$ cat src/verilog/trim_readback_pkg.sv
// Constants for the bias-trim and offset-code readback register block
// Overview of operation
// - The bias-trim register is addressed by register bits 0-2 = 1,0,1 and bank bits 3-4 = 1,0.
// - It holds six 2-bit trims at bits 5-16 in a fixed order, each resetting to 1.
// - Bits 17-31 of the bias-trim register are unused, read zero and steer nothing.
// - The readback word returns the register address in bits 0-2.
// - The readback word returns the bank address in bits 3-4.
// - The readback word returns the quadrature offset code in bits 16-23, resetting to 0x80.
// - The readback word returns the in-phase offset code in bits 24-31, resetting to 0x80.
// - The readback register is read-only, holds a fixed version in bits 5-6 and zero in 7-15.
// - Both offset code registers load half scale, 128, at power-up before calibration.
package trim_readback_pkg;
  localparam int unsigned WORD_BITS      = 32;
  localparam int unsigned ADDR_BITS      = 5;
  localparam int unsigned TRIM_LSB       = 5;
  localparam int unsigned TRIM_COUNT     = 6;
  localparam int unsigned TRIM_BITS      = 2;
  localparam int unsigned VERSION_LSB    = 5;
  localparam int unsigned Q_CODE_LSB     = 16;
  localparam int unsigned I_CODE_LSB     = 24;
  localparam int unsigned CODE_BITS      = 8;
  localparam int unsigned RB_ADDR_LSB    = 27;
  localparam logic [4:0]  BIAS_TRIM_ADDR = 5'h0D;
  localparam logic [4:0]  READBACK_CMD   = 5'h08;
  localparam logic [1:0]  TRIM_RESET     = 2'h1;
  localparam logic [7:0]  CODE_RESET     = 8'h80;
  localparam logic [1:0]  VERSION_CODE   = 2'h2; // Arbitrary value
  localparam logic [2:0]  PIN_IDLE       = 3'h4; // Strobe high, data and clock low
endpackage

$ cat src/verilog/trim_readback_regs.sv
// Serial bias-trim register and offset-code readback register
module trim_readback_regs
  import trim_readback_pkg::*;
#(
  parameter int unsigned FRAME_BITS = WORD_BITS,  // Bits in one serial word
  parameter int unsigned TRIMS      = TRIM_COUNT, // Number of bias trims
  parameter int unsigned FIELD_BITS = TRIM_BITS   // Width of one trim field
)
(
  input  wire logic        clk,              // 10 MHz system clock
  input  wire logic        rst,              // Async reset, active high
  input  wire logic        ser_clk,          // Serial clock pin
  input  wire logic        ser_data,         // Serial data pin, bit 0 first
  input  wire logic        ser_strobe,       // Latch enable pin, high ends word
  input  wire logic [7:0]  inphase_code_in,  // Calibration in-phase code
  input  wire logic [7:0]  quad_code_in,     // Calibration quadrature code
  input  wire logic        code_load,        // Calibration code update pulse
  output logic      [1:0]  mixer_transconductance_bias, // Trim 0
  output logic      [1:0]  mixer_switch_common_mode,    // Trim 1
  output logic      [1:0]  local_osc_buffer_bias,       // Trim 2
  output logic      [1:0]  mixer_out_buffer_bias,       // Trim 3
  output logic      [1:0]  filter_bias,                 // Trim 4
  output logic      [1:0]  filter_out_buffer_bias,      // Trim 5
  output logic      [7:0]  quadrature_offset_code,      // Q offset DAC code
  output logic      [7:0]  inphase_offset_code,         // I offset DAC code
  output logic             readback_out                 // Serial readback pin
);

  // Fixed-width ports and field map cannot serve other sizes
  if (FRAME_BITS != 32) begin : g_bad_frame
    $error("Serial frame must be 32 bits");
  end
  if (TRIMS != 6) begin : g_bad_count
    $error("Exactly six trim outputs exist");
  end
  if (FIELD_BITS != 2) begin : g_bad_field
    $error("Each trim field is two bits");
  end

  // Counter needs room for one state past a full frame
  localparam int unsigned CNT_W = $clog2(FRAME_BITS + 2);
  localparam logic [CNT_W-1:0] FRAME_LAST = CNT_W'(FRAME_BITS);
  localparam logic [CNT_W-1:0] FRAME_OVER = CNT_W'(FRAME_BITS + 1);

  // Pins gathered so that one loop serves them all
  localparam int unsigned PINS = 3;
  localparam int unsigned P_CLK = 0;
  localparam int unsigned P_DAT = 1;
  localparam int unsigned P_STB = 2;
  logic [PINS-1:0] pin_raw;
  assign pin_raw = {ser_strobe, ser_data, ser_clk};

  // Three-stage synchroniser per pin; stage one may go metastable
  logic [2:0]      sync_q [PINS];
  logic [PINS-1:0] agree;
  logic            lvl_q  [PINS];
  for (genvar p = 0; p < PINS; p++) begin : g_sync
    // Reset to the idle level so no false edge follows reset
    always_ff @(posedge clk or posedge rst) begin
      if (rst) begin
        sync_q[p] <= {3{PIN_IDLE[p]}};
      end else begin
        sync_q[p] <= {sync_q[p][1:0], pin_raw[p]};
      end
    end

    // A change counts once stages two and three agree
    assign agree[p] = (sync_q[p][1] == sync_q[p][2]);

    // Filtered level, moved only on agreement
    always_ff @(posedge clk or posedge rst) begin
      if (rst) begin
        lvl_q[p] <= PIN_IDLE[p];
      end else if (agree[p]) begin
        lvl_q[p] <= sync_q[p][2];
      end
    end
  end

  // Edge strobes, one clock long each
  logic sclk_rise;
  logic sclk_fall;
  logic word_end;
  logic data_bit;
  logic strobe_lvl;
  assign sclk_rise  = agree[P_CLK] && sync_q[P_CLK][2] && !lvl_q[P_CLK];
  assign sclk_fall  = agree[P_CLK] && !sync_q[P_CLK][2] && lvl_q[P_CLK];
  assign word_end   = agree[P_STB] && sync_q[P_STB][2] && !lvl_q[P_STB];
  assign data_bit   = sync_q[P_DAT][2]; // Settled long before the clock edge
  assign strobe_lvl = lvl_q[P_STB];

  // Shift register; bit 0 arrives first so words shift in from the top
  logic [FRAME_BITS-1:0] shift_q;
  always_ff @(posedge clk or posedge rst) begin
    if (rst) begin
      shift_q <= '0;
    end else if (sclk_rise && !word_end) begin
      shift_q <= {data_bit, shift_q[FRAME_BITS-1:1]};
    end
  end

  // Bit counter sticks one past full, so a long frame is refused too
  logic [CNT_W-1:0] count_q;
  always_ff @(posedge clk or posedge rst) begin
    if (rst) begin
      count_q <= '0;
    end else if (word_end) begin
      count_q <= '0;
    end else if (sclk_rise) begin
      if (count_q != FRAME_OVER) begin
        count_q <= count_q + CNT_W'(1);
      end
    end
  end

  // Only a full 32-bit transfer is acted on; short or long frames are dropped
  logic full_word;
  assign full_word = word_end && (count_q == FRAME_LAST);

  // Address decode of the finished word
  logic [ADDR_BITS-1:0] word_addr;
  logic                 trim_hit;
  logic                 rb_hit;
  assign word_addr = shift_q[ADDR_BITS-1:0];
  assign trim_hit  = full_word && (word_addr == BIAS_TRIM_ADDR);
  assign rb_hit    = full_word && (word_addr == READBACK_CMD);

  // Bias trims, one field per generate entry, all replaced together
  logic [FIELD_BITS-1:0] trim_q [TRIMS];
  for (genvar g = 0; g < TRIMS; g++) begin : g_trim
    always_ff @(posedge clk or posedge rst) begin
      if (rst) begin
        trim_q[g] <= TRIM_RESET;
      end else if (trim_hit) begin
        trim_q[g] <= shift_q[TRIM_LSB + g*FIELD_BITS +: FIELD_BITS];
      end
    end
  end

  // Bits 17-31 of the word are never stored, so they steer nothing
  assign mixer_transconductance_bias = trim_q[0];
  assign mixer_switch_common_mode    = trim_q[1];
  assign local_osc_buffer_bias       = trim_q[2];
  assign mixer_out_buffer_bias       = trim_q[3];
  assign filter_bias                 = trim_q[4];
  assign filter_out_buffer_bias      = trim_q[5];

  // Quadrature code starts at half scale until calibration writes it
  logic [CODE_BITS-1:0] q_code_q;
  always_ff @(posedge clk or posedge rst) begin
    if (rst) begin
      q_code_q <= CODE_RESET;
    end else if (code_load) begin
      q_code_q <= quad_code_in;
    end
  end

  // In-phase code, same load pulse so both codes move together
  logic [CODE_BITS-1:0] i_code_q;
  always_ff @(posedge clk or posedge rst) begin
    if (rst) begin
      i_code_q <= CODE_RESET;
    end else if (code_load) begin
      i_code_q <= inphase_code_in;
    end
  end
  assign quadrature_offset_code = q_code_q;
  assign inphase_offset_code    = i_code_q;

  // Snapshot word; the echoed address rides in the request's top bits
  logic [ADDR_BITS-1:0]  rb_sel;
  logic [FRAME_BITS-1:0] rb_word;
  assign rb_sel  = shift_q[RB_ADDR_LSB +: ADDR_BITS];
  assign rb_word = {i_code_q, q_code_q, 9'h000, VERSION_CODE, rb_sel};

  // Readback request latches a snapshot; writes never change it (read-only)
  logic [FRAME_BITS-1:0] rb_q;
  always_ff @(posedge clk or posedge rst) begin
    if (rst) begin
      rb_q <= '0;
    end else if (rb_hit) begin
      rb_q <= rb_word;
    end else if (sclk_fall && !strobe_lvl) begin
      rb_q <= {1'b0, rb_q[FRAME_BITS-1:1]};
    end
  end

  // Bit 0 leads; each falling serial clock while strobe is low presents the next bit.
  // The snapshot wins over a shift in the same clock, so the last
  // falling edge of a request can never eat bit 0.
  assign readback_out = rb_q[0];

endmodule

$ cat config.mk
export PLATFORM = sky130hd
export DESIGN_NAME = trim_readback_regs
export DESIGN_NICKNAME = d
export VERILOG_FILES = /design/src/verilog/trim_readback_pkg.sv /design/src/verilog/trim_readback_regs.sv
export SDC_FILE = /design/constraint.sdc
export NUM_CORES = 1
export LEC_CHECK = 0
export ABC_AREA = 1
export BUFFER_PORTS_ARGS = -buffer_cell sky130_fd_sc_hd__buf_2
export CAP_MARGIN = 40
export CORE_ASPECT_RATIO = 1.75
export CORE_MARGIN = 2
export CORE_UTILIZATION = 50
export DETAILED_ROUTE_END_ITERATION = 10
export GPL_ROUTABILITY_DRIVEN = 0
export HOLD_SLACK_MARGIN = 0.1
export PLACE_DENSITY = 0.74
export SYNTH_ARGS = -nofsm -noshare
export SYNTH_HDL_FRONTEND = slang
export SYNTH_SLANG_ARGS = --single-unit
$ cat constraint.sdc
create_clock -name clk -period 4.4 [get_ports clk]
set_clock_uncertainty 0.05 [all_clocks]
set_input_delay 0.22 -clock clk [delete_from_list [all_inputs] [get_ports clk]]
set_output_delay 0.22 -clock clk [all_outputs]
set_load 0.02 [all_outputs]
==> impl_metrics.env, run 1 <==
export IMPL_grt_overflow=0
export IMPL_finalNetCount=587
export IMPL_first_global_vias=3627
export IMPL_synthesis_area_um2=4740
export IMPL_holdBufCountCts=20
export IMPL_layout_cell_area_non_filler_um2=5550
export IMPL_vias=3470
export IMPL_synthArstFlopShare_pct=100
export IMPL_detail_route_first_pass_iterations=4
export IMPL_start_util_pct=50.6
export IMPL_p_leak_nw=2.66
export IMPL_clock_path_buffers=2
export IMPL_dpl_hpwl_mm=5.90
export IMPL_cts_tree="yes"
export IMPL_worstHoldPathType="input pin to flip-flop"
export IMPL_share_of_layout_cells_above_drive_strength_1_pct=21.8
export IMPL_tritoncts_num_buffers=9
export IMPL_post_route_min_period_ps=2320
export IMPL_worstMarginPinSlew_ps=878
export IMPL_syn_avg_cell_area_um2=9.49
export IMPL_final_common_cell="nand2_1"
export IMPL_yosys_warnings=0
export IMPL_post_synthesis_to_final_layout_area_growth_pct=17.3
export IMPL_die_width_um=77.6
export IMPL_slew_headroom_pct=41.4
export IMPL_rr_worst_depth=5
export IMPL_grt_setup_unrepaired="no"
export IMPL_dr_first_iter_drc_count=206
export IMPL_final_setup_viol_count=0
export IMPL_floorplan_io_pins=51
export IMPL_clkLatencyLatePin_ps=340
export IMPL_die_h_um=133
export IMPL_number_of_vias_per_cell_after_detailed_routing=5.06
export IMPL_cts_clk_slew_worst_paths_ps=70
export IMPL_route_detailed_drc=0
export IMPL_synth_cell_types=26
export IMPL_cap_violations=0
export IMPL_tritoncts_num_sinks=109
export IMPL_grt_antenna_before_repair=0
export IMPL_timing_max_transition_violations_final=0
export IMPL_postSynthRegisterBits=109
export IMPL_grt_pass1_wl_mm=15.8
export IMPL_ant_nets=0
export IMPL_grt_total_usage_pct=19.2
export IMPL_antenna_cells=0
export IMPL_cts_resized_gates=0
export IMPL_path_max_fanout=44
export IMPL_postPlaceCellArea_um2=5040
export IMPL_postSynthNetCount=527
export IMPL_timing_critical_path_arrival_ps=2490
export IMPL_post_cts_setup_buffer_count=0
export IMPL_critPathLaunchType="flip-flop"
export IMPL_min_path_cells=3
export IMPL_number_of_enable_flip_flop_cells_after_synthesis=0
export IMPL_syn_inst=499
export IMPL_placement_rows=47
export IMPL_fin_cells=686
export IMPL_wire_length_per_cell_um=12.9
export IMPL_grt_max_degree=46
export IMPL_number_of_endpoints_with_negative_hold_slack_in_the_final_report=0
export IMPL_place_detailed_instances=650
export IMPL_post_synth_top_area_cell="dfrtp_1"
export IMPL_final_period_utilization_pct=52.6
export IMPL_path_type_of_the_worst_setup_path="flip-flop to flip-flop"
export IMPL_part_of_the_yosys_area_used_for_sequential_elements_pct=57.9
export IMPL_critical_path_endpoint_category="flip-flop"
export IMPL_placeable_core_region_um2=9350
export IMPL_synth_area_leaders="dfrtp_1 (51%), nand2_1 (9.4%), nand3_1 (7.6%), dfstp_2 (6.7%), inv_1 (3.8%)"
export IMPL_layout_cells_most_common_list="nand2_1 (118), dfrtp_1 (97), nand3_1 (71), buf_2 (50), inv_1 (47)"
export IMPL_die_area_um2=10300
export IMPL_totalWireLength_mm=8.88
export IMPL_post_synth_top_area_fraction_pct=51.3
export IMPL_maxClockFrequency_mhz=432
export IMPL_timing_setup_tns_ps=0
export IMPL_placement_io_buffers=50
export IMPL_htree_levels=3
export IMPL_status="finished, final reports clean"
export IMPL_synthFlopType="dfrtp_1"
export IMPL_ctsRootBufferMaster="clkbuf_16"
export IMPL_worst_ep_required_time_ps=4570
export IMPL_vdd_ir_drop_worst_mv=0.316
export IMPL_power_density_nw_per_um2=389
[metal layers]
| layer | track usage [%] | part of all wire (%) |
|---|---|---|
| met5 | 0 | 0 |
| met4 | 9.92 | 2.9 |
| met3 | 4.84 | 3.3 |
| met2 | 32.9 | 53 |
| met1 | 22.0 | 41 |
[worst max-delay path, stage by stage, from the launching register on]
cell and delay [ps]:
dfrtp_1 400, or2_1 250, nor2_2 690, nand2_4 430
inv_2 280, a21oi_1 80
[worst paths after layout]
| path | slack [ps] | endpoint | startpoint |
|---|---|---|---|
| worst max-delay path | 2080 | rb_q[12]$_DFFE_PP0P_ | shift_q[0]$_DFFE_PP0P_ |
| worst min-delay path | 250 | inphase_offset_code[7]$_DFFE_PP1P_ | code_load |
| worst max register to register | 2080 | rb_q[12]$_DFFE_PP0P_ | shift_q[0]$_DFFE_PP0P_ |
| worst min register to register | 300 | sync_q[4]$_DFF_PP0_ | sync_q[3]$_DFF_PP0_ |
| max in group asynchronous | 3110 | sync_q[1]$_DFF_PP1_ | rst |
| min in group asynchronous | 390 | quadrature_offset_code[1]$_DFFE_PP0P_ | rst |
[registers in the layout, summed over array words and instances (netlist names)]
name / count
shift_q: 32
count_q: 6
filter_out_buffer_bias: 2
rb_q: 32
mixer_switch_common_mode: 2
inphase_offset_code: 8
mixer_out_buffer_bias: 2
lvl_q: 1
mixer_transconductance_bias: 2
filter_bias: 2
sync_q: 8
strobe_lvl: 1
data_bit: 1
local_osc_buffer_bias: 2
quadrature_offset_code: 8
[cell type report]
type	count	area [um^2]
Clock inverter	5	58.8
Fill cell	793	3800
Sequential cell	109	2740
Inverter	52	198
Timing Repair Buffer	75	513
Multi-Input combinational cell	312	1640
Tap cell	122	153
Clock buffer	11	253
[through the flow]
step | util, % | worst slack [ps] | hold WS, ps | total power [mW]
finish | 59.4 | 2080 | 253 | 2.16
global route | 59.4 | 1810 | 311 | 2.26
CTS | 59.4 | 2050 | 235 | 2.19
detailed placement | 53.9 | 2060 | 215 | 1.34
global placement | 53.5 | 2150 | 280 | 1.33
floorplan | - | 1280 | 174 | 1.27
[kinds of logic after synthesis]
logic type | Yosys count | share of synthesized area, %
adder cells (fa/ha/maj) | 6 | 1.59
multiplexers | 16 | 3.78
AO/OA/AOI/OAI | 48 | 5.94
flip-flops | 109 | 57.9
buffers and inverters | 78 | 7.66
XOR/XNOR | 3 | 0.555
AND/OR/NAND/NOR | 239 | 22.6
[report_power, final]
part | internal, mW | switching [mW] | total [mW]
Clock | 0.472 | 0.351 | 0.823
Combinational | 0.0818 | 0.127 | 0.209
Sequential | 1.07 | 0.0593 | 1.13
Total | 1.62 | 0.537 | 2.16
[Yosys cell counts, types with 4 or more instances]
cell type,count
inv_2,4
mux2_2,15
nand4_1,12
dfrtp_1,97
inv_1,48
buf_4,4
o21ai_1,9
nand3_1,72
buf_2,8
nor2_1,28
clkbuf_1,8
o21ai_0,17
o21ai_2,11
nand2_1,118
buf_6,6
dfstp_2,12
a21oi_1,11
ha_1,6
No activity file was read; power rests on OpenSTA's default activity.
==> run 2, diff against run 1 <==
Settings changed: PLACE_DENSITY 0.74 to 0.76.
Clock period 4.4 ns to 1.9 ns, I/O delays scaled along.
==> impl_metrics.env, run 2 (same netlist as run 1, synthesis figures left out) <==
export IMPL_status="finished, final reports clean"
export IMPL_tritoncts_num_sinks=109
export IMPL_final_common_cell="nand2_1"
export IMPL_vdd_ir_drop_worst_mv=0.776
export IMPL_number_of_endpoints_with_negative_hold_slack_in_the_final_report=0
export IMPL_die_area_um2=10300
export IMPL_vias=3455
export IMPL_p_leak_nw=2.66
export IMPL_maxClockFrequency_mhz=595
export IMPL_tritoncts_num_buffers=9
export IMPL_route_detailed_drc=0
export IMPL_clock_path_buffers=2
export IMPL_biggestRegsByFlops="rb_q x32, shift_q x32"
export IMPL_worstHoldPathType="input pin to flip-flop"
export IMPL_fin_hold_ws_ps=156
export IMPL_post_synthesis_to_final_layout_area_growth_pct=18.3
export IMPL_detail_route_first_pass_iterations=4
export IMPL_timing_critical_path_arrival_ps=1870
export IMPL_reg2reg_setup_slack_ps=220
export IMPL_floorplan_io_pins=51
export IMPL_path_type_of_the_worst_setup_path="flip-flop to flip-flop"
export IMPL_grt_overflow=0
export IMPL_grt_antenna_before_repair=0
export IMPL_grt_pass1_wl_mm=15.6
export IMPL_die_width_um=77.6
export IMPL_placement_rows=47
export IMPL_worst_ep_required_time_ps=2080
export IMPL_layout_cells_most_common_list="nand2_1 (118), dfrtp_1 (97), nand3_1 (71), buf_2 (50), inv_1 (47)"
export IMPL_reg2reg_to="rb_q[12]$_DFFE_PP0P_"
export IMPL_grt_max_degree=110
export IMPL_final_setup_viol_count=0
export IMPL_placement_io_buffers=50
export IMPL_clkLatencyLatePin_ps=350
export IMPL_worstMarginPinSlew_ps=555
export IMPL_share_of_layout_cells_above_drive_strength_1_pct=22.3
export IMPL_wire_length_per_cell_um=12.6
export IMPL_post_cts_setup_buffer_count=0
export IMPL_critPathLaunchType="flip-flop"
export IMPL_cts_clk_slew_worst_paths_ps=70
export IMPL_ant_nets=0
export IMPL_layout_cell_area_non_filler_um2=5600
export IMPL_htree_levels=3
export IMPL_ctsRootBufferMaster="clkbuf_16"
export IMPL_first_global_vias=3618
export IMPL_cts_tree="yes"
export IMPL_antenna_cells=0
export IMPL_cap_violations=0
export IMPL_crit_path_cell_trace="inv_1 -> ha_1 -> nand3_1 -> nor2_8 -> nand2_8 -> inv_4 -> a21oi_1"
export IMPL_postPlaceCellArea_um2=5070
export IMPL_critical_path_endpoint_category="flip-flop"
export IMPL_timing_setup_tns_ps=0
export IMPL_placeable_core_region_um2=9350
export IMPL_totalWireLength_mm=8.68
export IMPL_timing_max_transition_violations_final=0
export IMPL_finalWorstSetupSlack_ps=219
export IMPL_dr_first_iter_drc_count=211
export IMPL_setup_worst_path_start="count_q[0]$_DFFE_PP0P_"
export IMPL_slew_headroom_pct=63.0
export IMPL_power_density_nw_per_um2=895
export IMPL_final_period_utilization_pct=88.5
export IMPL_fin_cells=691
export IMPL_rr_worst_depth=7
export IMPL_dpl_hpwl_mm=5.58
export IMPL_path_max_fanout=44
export IMPL_die_h_um=133
export IMPL_endpoint="rb_q[12]$_DFFE_PP0P_"
export IMPL_finalNetCount=592
export IMPL_number_of_vias_per_cell_after_detailed_routing=5.00
export IMPL_grt_total_usage_pct=18.7
export IMPL_regToRegStartpoint="count_q[0]$_DFFE_PP0P_"
export IMPL_post_route_min_period_ps=1680
export IMPL_slowest_delay_ps=430
export IMPL_place_worst_setup_slack_ps=75.9
export IMPL_cpMaxStageDelayCell="dfrtp_1"
export IMPL_grt_setup_unrepaired="no"
export IMPL_place_detailed_instances=654
export IMPL_start_util_pct=50.6
==> run 2: cell count changes in the layout (fill, tap and decap cells not counted), sizes merged <==
cell,delta
clkinv,+1
dlygate4sd3,+1
inv,+2
clkbuf,-2
buf,+4
clkinvlp,-1
==> run 2: how the worst min path moves through the flow <==
stage                from                                  to  slack [ps]  cells past startpoint
6_report        code_load  inphase_offset_code[7]$_DFFE_PP1P_         160                      2
5_1_grt         code_load  inphase_offset_code[7]$_DFFE_PP1P_         230                      2
4_1_cts         code_load  inphase_offset_code[7]$_DFFE_PP1P_         150                      2
3_5_place_dp   ser_strobe                 sync_q[0]$_DFF_PP1_         150                      1
3_3_place_gp   ser_strobe                 sync_q[0]$_DFF_PP1_         150                      1
2_1_floorplan  ser_strobe                 sync_q[0]$_DFF_PP1_          50                      0
==> run 2: cell type report <==
type                            instances  area, um^2
Timing Repair Buffer                   80         553
Tap cell                              122         153
Sequential cell                       109        2740
Clock buffer                            9         225
Fill cell                             772        3750
Inverter                               52         201
Multi-Input combinational cell        312        1640
Clock inverter                          7        81.3
==> run 2: per-layer routing <==
layer,GRT usage (%),routed length [um]
met1,21.9,3550
met2,33.0,4690
met3,4.23,277
met4,7.54,161
met5,0,0
==> run 2: critical path, delay by kind of cell (launching register included) <==
family / cells / cell delay [ps]
adder cells (fa/ha/maj): 1 / 160
flip-flops: 1 / 430
buffers and inverters: 2 / 280
AND/OR/NAND/NOR: 3 / 570
AO/OA/AOI/OAI: 1 / 60
==> run 2: through the flow <==
step	utilization, %	power [mW]
floorplan	-	2.95
detailed placement	54.2	3.11
finish	59.9	5.01
CTS	59.8	5.07
global route	59.9	5.23
global placement	54.2	3.08
==> run 2: power breakdown <==
| group | internal [mW] | switching [mW] | total, mW |
|---|---|---|---|
| Combinational | 0.199 | 0.302 | 0.500 |
| Clock | 1.04 | 0.870 | 1.91 |
| Sequential | 2.47 | 0.125 | 2.60 |
==> run 2: what timing repair did <==
| action | 4_1_cts | 5_1_grt |
|---|---|---|
| gates resized for setup | 0 | 2 |
| endpoints found under the setup margin | 0 | 10 |
| hold endpoints to repair | 116 | 0 |
| hold buffers | 21 | 0 |
==> run 3, diff against run 2 <==
--- a/config.mk
+++ b/config.mk
@@ -7,3 +7,2 @@
 export LEC_CHECK = 0
-export ABC_AREA = 1
 export BUFFER_PORTS_ARGS = -buffer_cell sky130_fd_sc_hd__buf_2
==> constraint.sdc (replaced) <==
create_clock -name clk -period 1.9 [get_ports clk]
set_clock_uncertainty 0.05 [all_clocks]
set_input_delay 0.38 -clock clk [delete_from_list [all_inputs] [get_ports clk]]
set_output_delay 0.38 -clock clk [all_outputs]
set_load 0.02 [all_outputs]
==> impl_metrics.env, run 3 <==
export IMPL_hold_path_end="inphase_offset_code[7]$_DFFE_PP1P_"
export IMPL_vdd_ir_drop_worst_mv=0.806
export IMPL_yosys_warnings=0
export IMPL_route_detailed_drc=0
export IMPL_syn_inst=299
export IMPL_dr_wl_met3_um=229
export IMPL_wire_length_per_cell_um=14.3
export IMPL_die_h_um=131
export IMPL_met1_length_mm=2.80
export IMPL_worst_ep_required_time_ps=2070
export IMPL_tritoncts_num_sinks=109
export IMPL_first_global_vias=2644
export IMPL_slew_headroom_pct=63.0
export IMPL_final_period_utilization_pct=94.1
export IMPL_worstHoldPathType="input pin to flip-flop"
export IMPL_worstMarginPinSlew_ps=554
export IMPL_power_density_nw_per_um2=894
export IMPL_vias=2493
export IMPL_synthFlopType="dfrtp_1"
export IMPL_path_type_of_the_worst_setup_path="flip-flop to flip-flop"
export IMPL_reg2reg_to="rb_q[25]$_DFFE_PP0P_"
export IMPL_number_of_enable_flip_flop_cells_after_synthesis=0
export IMPL_post_synth_top_area_fraction_pct=52.7
export IMPL_grt_total_usage_pct=15.6
export IMPL_path_max_fanout=22
export IMPL_die_width_um=76.5
export IMPL_min_path_cells=3
export IMPL_fill_cells=706
export IMPL_slowest_delay_ps=530
export IMPL_critPathLaunchType="flip-flop"
export IMPL_fin_hold_ws_ps=206
export IMPL_maxClockFrequency_mhz=560
export IMPL_part_of_the_yosys_area_used_for_sequential_elements_pct=59.6
export IMPL_cpMaxStageDelayCell="dfstp_2"
export IMPL_crit_path_cell_trace="ha_1 -> nor2b_1 -> buf_4 -> nand4_4 -> buf_12 -> mux2_4"
export IMPL_final_common_cell="dfrtp_1"
export IMPL_top_layer="met4"
export IMPL_p_leak_nw=2.85
export IMPL_timing_critical_path_arrival_ps=1960
export IMPL_critical_path_n_buffers_inverters=2
export IMPL_postSynthNetCount=327
export IMPL_die_area_um2=10000
export IMPL_cts_resized_gates=0
export IMPL_share_of_layout_cells_above_drive_strength_1_pct=54.1
export IMPL_hp_start="inphase_code_in[7]"
export IMPL_post_synthesis_to_final_layout_area_growth_pct=17.7
export IMPL_syn_avg_cell_area_um2=15.4
export IMPL_htree_levels=3
export IMPL_post_route_min_period_ps=1790
export IMPL_totalWireLength_mm=6.99
export IMPL_post_synth_top_area_cell="dfrtp_1"
export IMPL_placeable_core_region_um2=9040
export IMPL_dpl_hpwl_mm=4.91
export IMPL_synthesis_area_um2=4600
export IMPL_postSynthRegisterBits=109
export IMPL_synthArstFlopShare_pct=100
export IMPL_number_of_endpoints_with_negative_hold_slack_in_the_final_report=0
export IMPL_final_setup_viol_count=0
export IMPL_detail_route_first_pass_iterations=4
export IMPL_layout_cells_most_common_list="dfrtp_1 (97), mux2_2 (73), buf_2 (50), mux2_4 (28), nor2_1 (13)"
export IMPL_grt_overflow=0
export IMPL_reg2reg_setup_slack_ps=110
export IMPL_ant_nets=0
export IMPL_grt_pass1_wl_mm=12.3
export IMPL_yosys_cell_count_top_type="dfrtp_1"
export IMPL_antenna_cells=0
export IMPL_number_of_vias_per_cell_after_detailed_routing=5.11
export IMPL_cts_tree="yes"
export IMPL_placement_io_buffers=50
export IMPL_cts_clk_slew_worst_paths_ps=70
export IMPL_start_util_pct=51.0
export IMPL_critical_path_endpoint_category="flip-flop"
export IMPL_grt_antenna_before_repair=0
export IMPL_met2WireLength_mm=3.83
export IMPL_status="finished, final reports clean"
export IMPL_synth_cell_types=28
export IMPL_timing_setup_tns_ps=0
export IMPL_clock_path_buffers=2
export IMPL_tritoncts_num_buffers=9
export IMPL_regToRegStartpoint="sync_q[1]$_DFF_PP1_"
export IMPL_finalNetCount=391
export IMPL_dr_first_iter_drc_count=94
export IMPL_timing_max_transition_violations_final=0
export IMPL_delay_heaviest_family_cp="flip-flops"
export IMPL_floorplan_io_pins=51
export IMPL_rr_worst_depth=6
export IMPL_netlist_top_cells_count="dfrtp_1 (97), mux2_2 (73), mux2_4 (28), nor2_1 (14)"
export IMPL_placement_rows=46
export IMPL_grt_max_degree=35
export IMPL_biggestRegsByFlops="rb_q x32, shift_q x32"
export IMPL_synth_area_leaders="dfrtp_1 (53%), mux2_2 (18%), mux2_4 (9.1%), dfstp_2 (6.8%), mux2i_1 (2.6%)"
export IMPL_ctsRootBufferMaster="clkbuf_16"
export IMPL_cap_violations=0
export IMPL_grt_setup_unrepaired="no"
export IMPL_clkLatencyLatePin_ps=340
## run 3: worst min-delay path, stage by stage
cell and delay [ps]:
buf_2 80, nand2_1 40, o21ai_0 60
## run 3: metal layers
metal / up-vias / global-route usage [%]
met1: 1265 / 17.7
met4: 0 / 6.95
met3: 9 / 4.19
li1: 1177 / -
met2: 42 / 27.7
met5: - / 0
## run 3: repair_timing
item,in CTS,in global routing
buffers inserted,0,1
hold endpoints to repair,22,0
hold buffers,4,0
endpoints found under the setup margin,0,11
## run 3: area by class of cell
type | count | area, um^2 | area share [%]
clock inverter | 6 | 40.0 | 0.739
multi-input combinational | 169 | 1760 | 32.4
tap | 120 | 150 | 2.77
timing repair buffer | 66 | 468 | 8.64
inverter | 8 | 33.8 | 0.623
sequential | 109 | 2740 | 50.6
clock buffer | 10 | 229 | 4.23
## run 3: cell families (layout without fill, tap and decap cells)
kind of cell    after synthesis  in the layout  synth area share (%)
fa+ha+maj                     6              6                  1.63
compound gates               13             13                  1.66
flops                       109            109                  59.6
mux                         113            113                  29.6
buf+inv                      21             90                  2.36
simple gates                 37             37                  5.19
## run 3: power by group
part	internal (mW)	switching (mW)	total, mW
logic	0.277	0.276	0.553
registers	2.50	0.113	2.61
clock network	0.889	0.790	1.68
## run 3: how the worst max path moves through the flow
stage,endpoint,slack (ps),from,depth (start not counted)
CTS,filter_bias[1]$_DFFE_PP0P_,30,count_q[2]$_DFFE_PP0P_,3
global route,rb_q[28]$_DFFE_PP0P_,10,sync_q[1]$_DFF_PP1_,6
detailed placement,filter_bias[1]$_DFFE_PP0P_,40,count_q[2]$_DFFE_PP0P_,3
floorplan,rb_q[18]$_DFFE_PP0P_,40,sync_q[7]$_DFF_PP0_,6
global placement,filter_out_buffer_bias[1]$_DFFE_PP0P_,80,sync_q[1]$_DFF_PP1_,5
finish,rb_q[25]$_DFFE_PP0P_,110,sync_q[1]$_DFF_PP1_,6
## run 3: through the flow
stage	power (mW)	std cells	instance area (um^2)	setup slack [ps]	util, %
2_1_floorplan	3.00	299	4610	40.9	-
3_3_place_gp	3.18	467	5090	77.5	56.3
3_5_place_dp	3.21	467	5090	41.5	56.3
4_1_cts	4.92	487	5400	32.2	59.7
5_1_grt	5.07	488	5420	11.2	60.0
6_report	4.84	488	5420	113	60.0
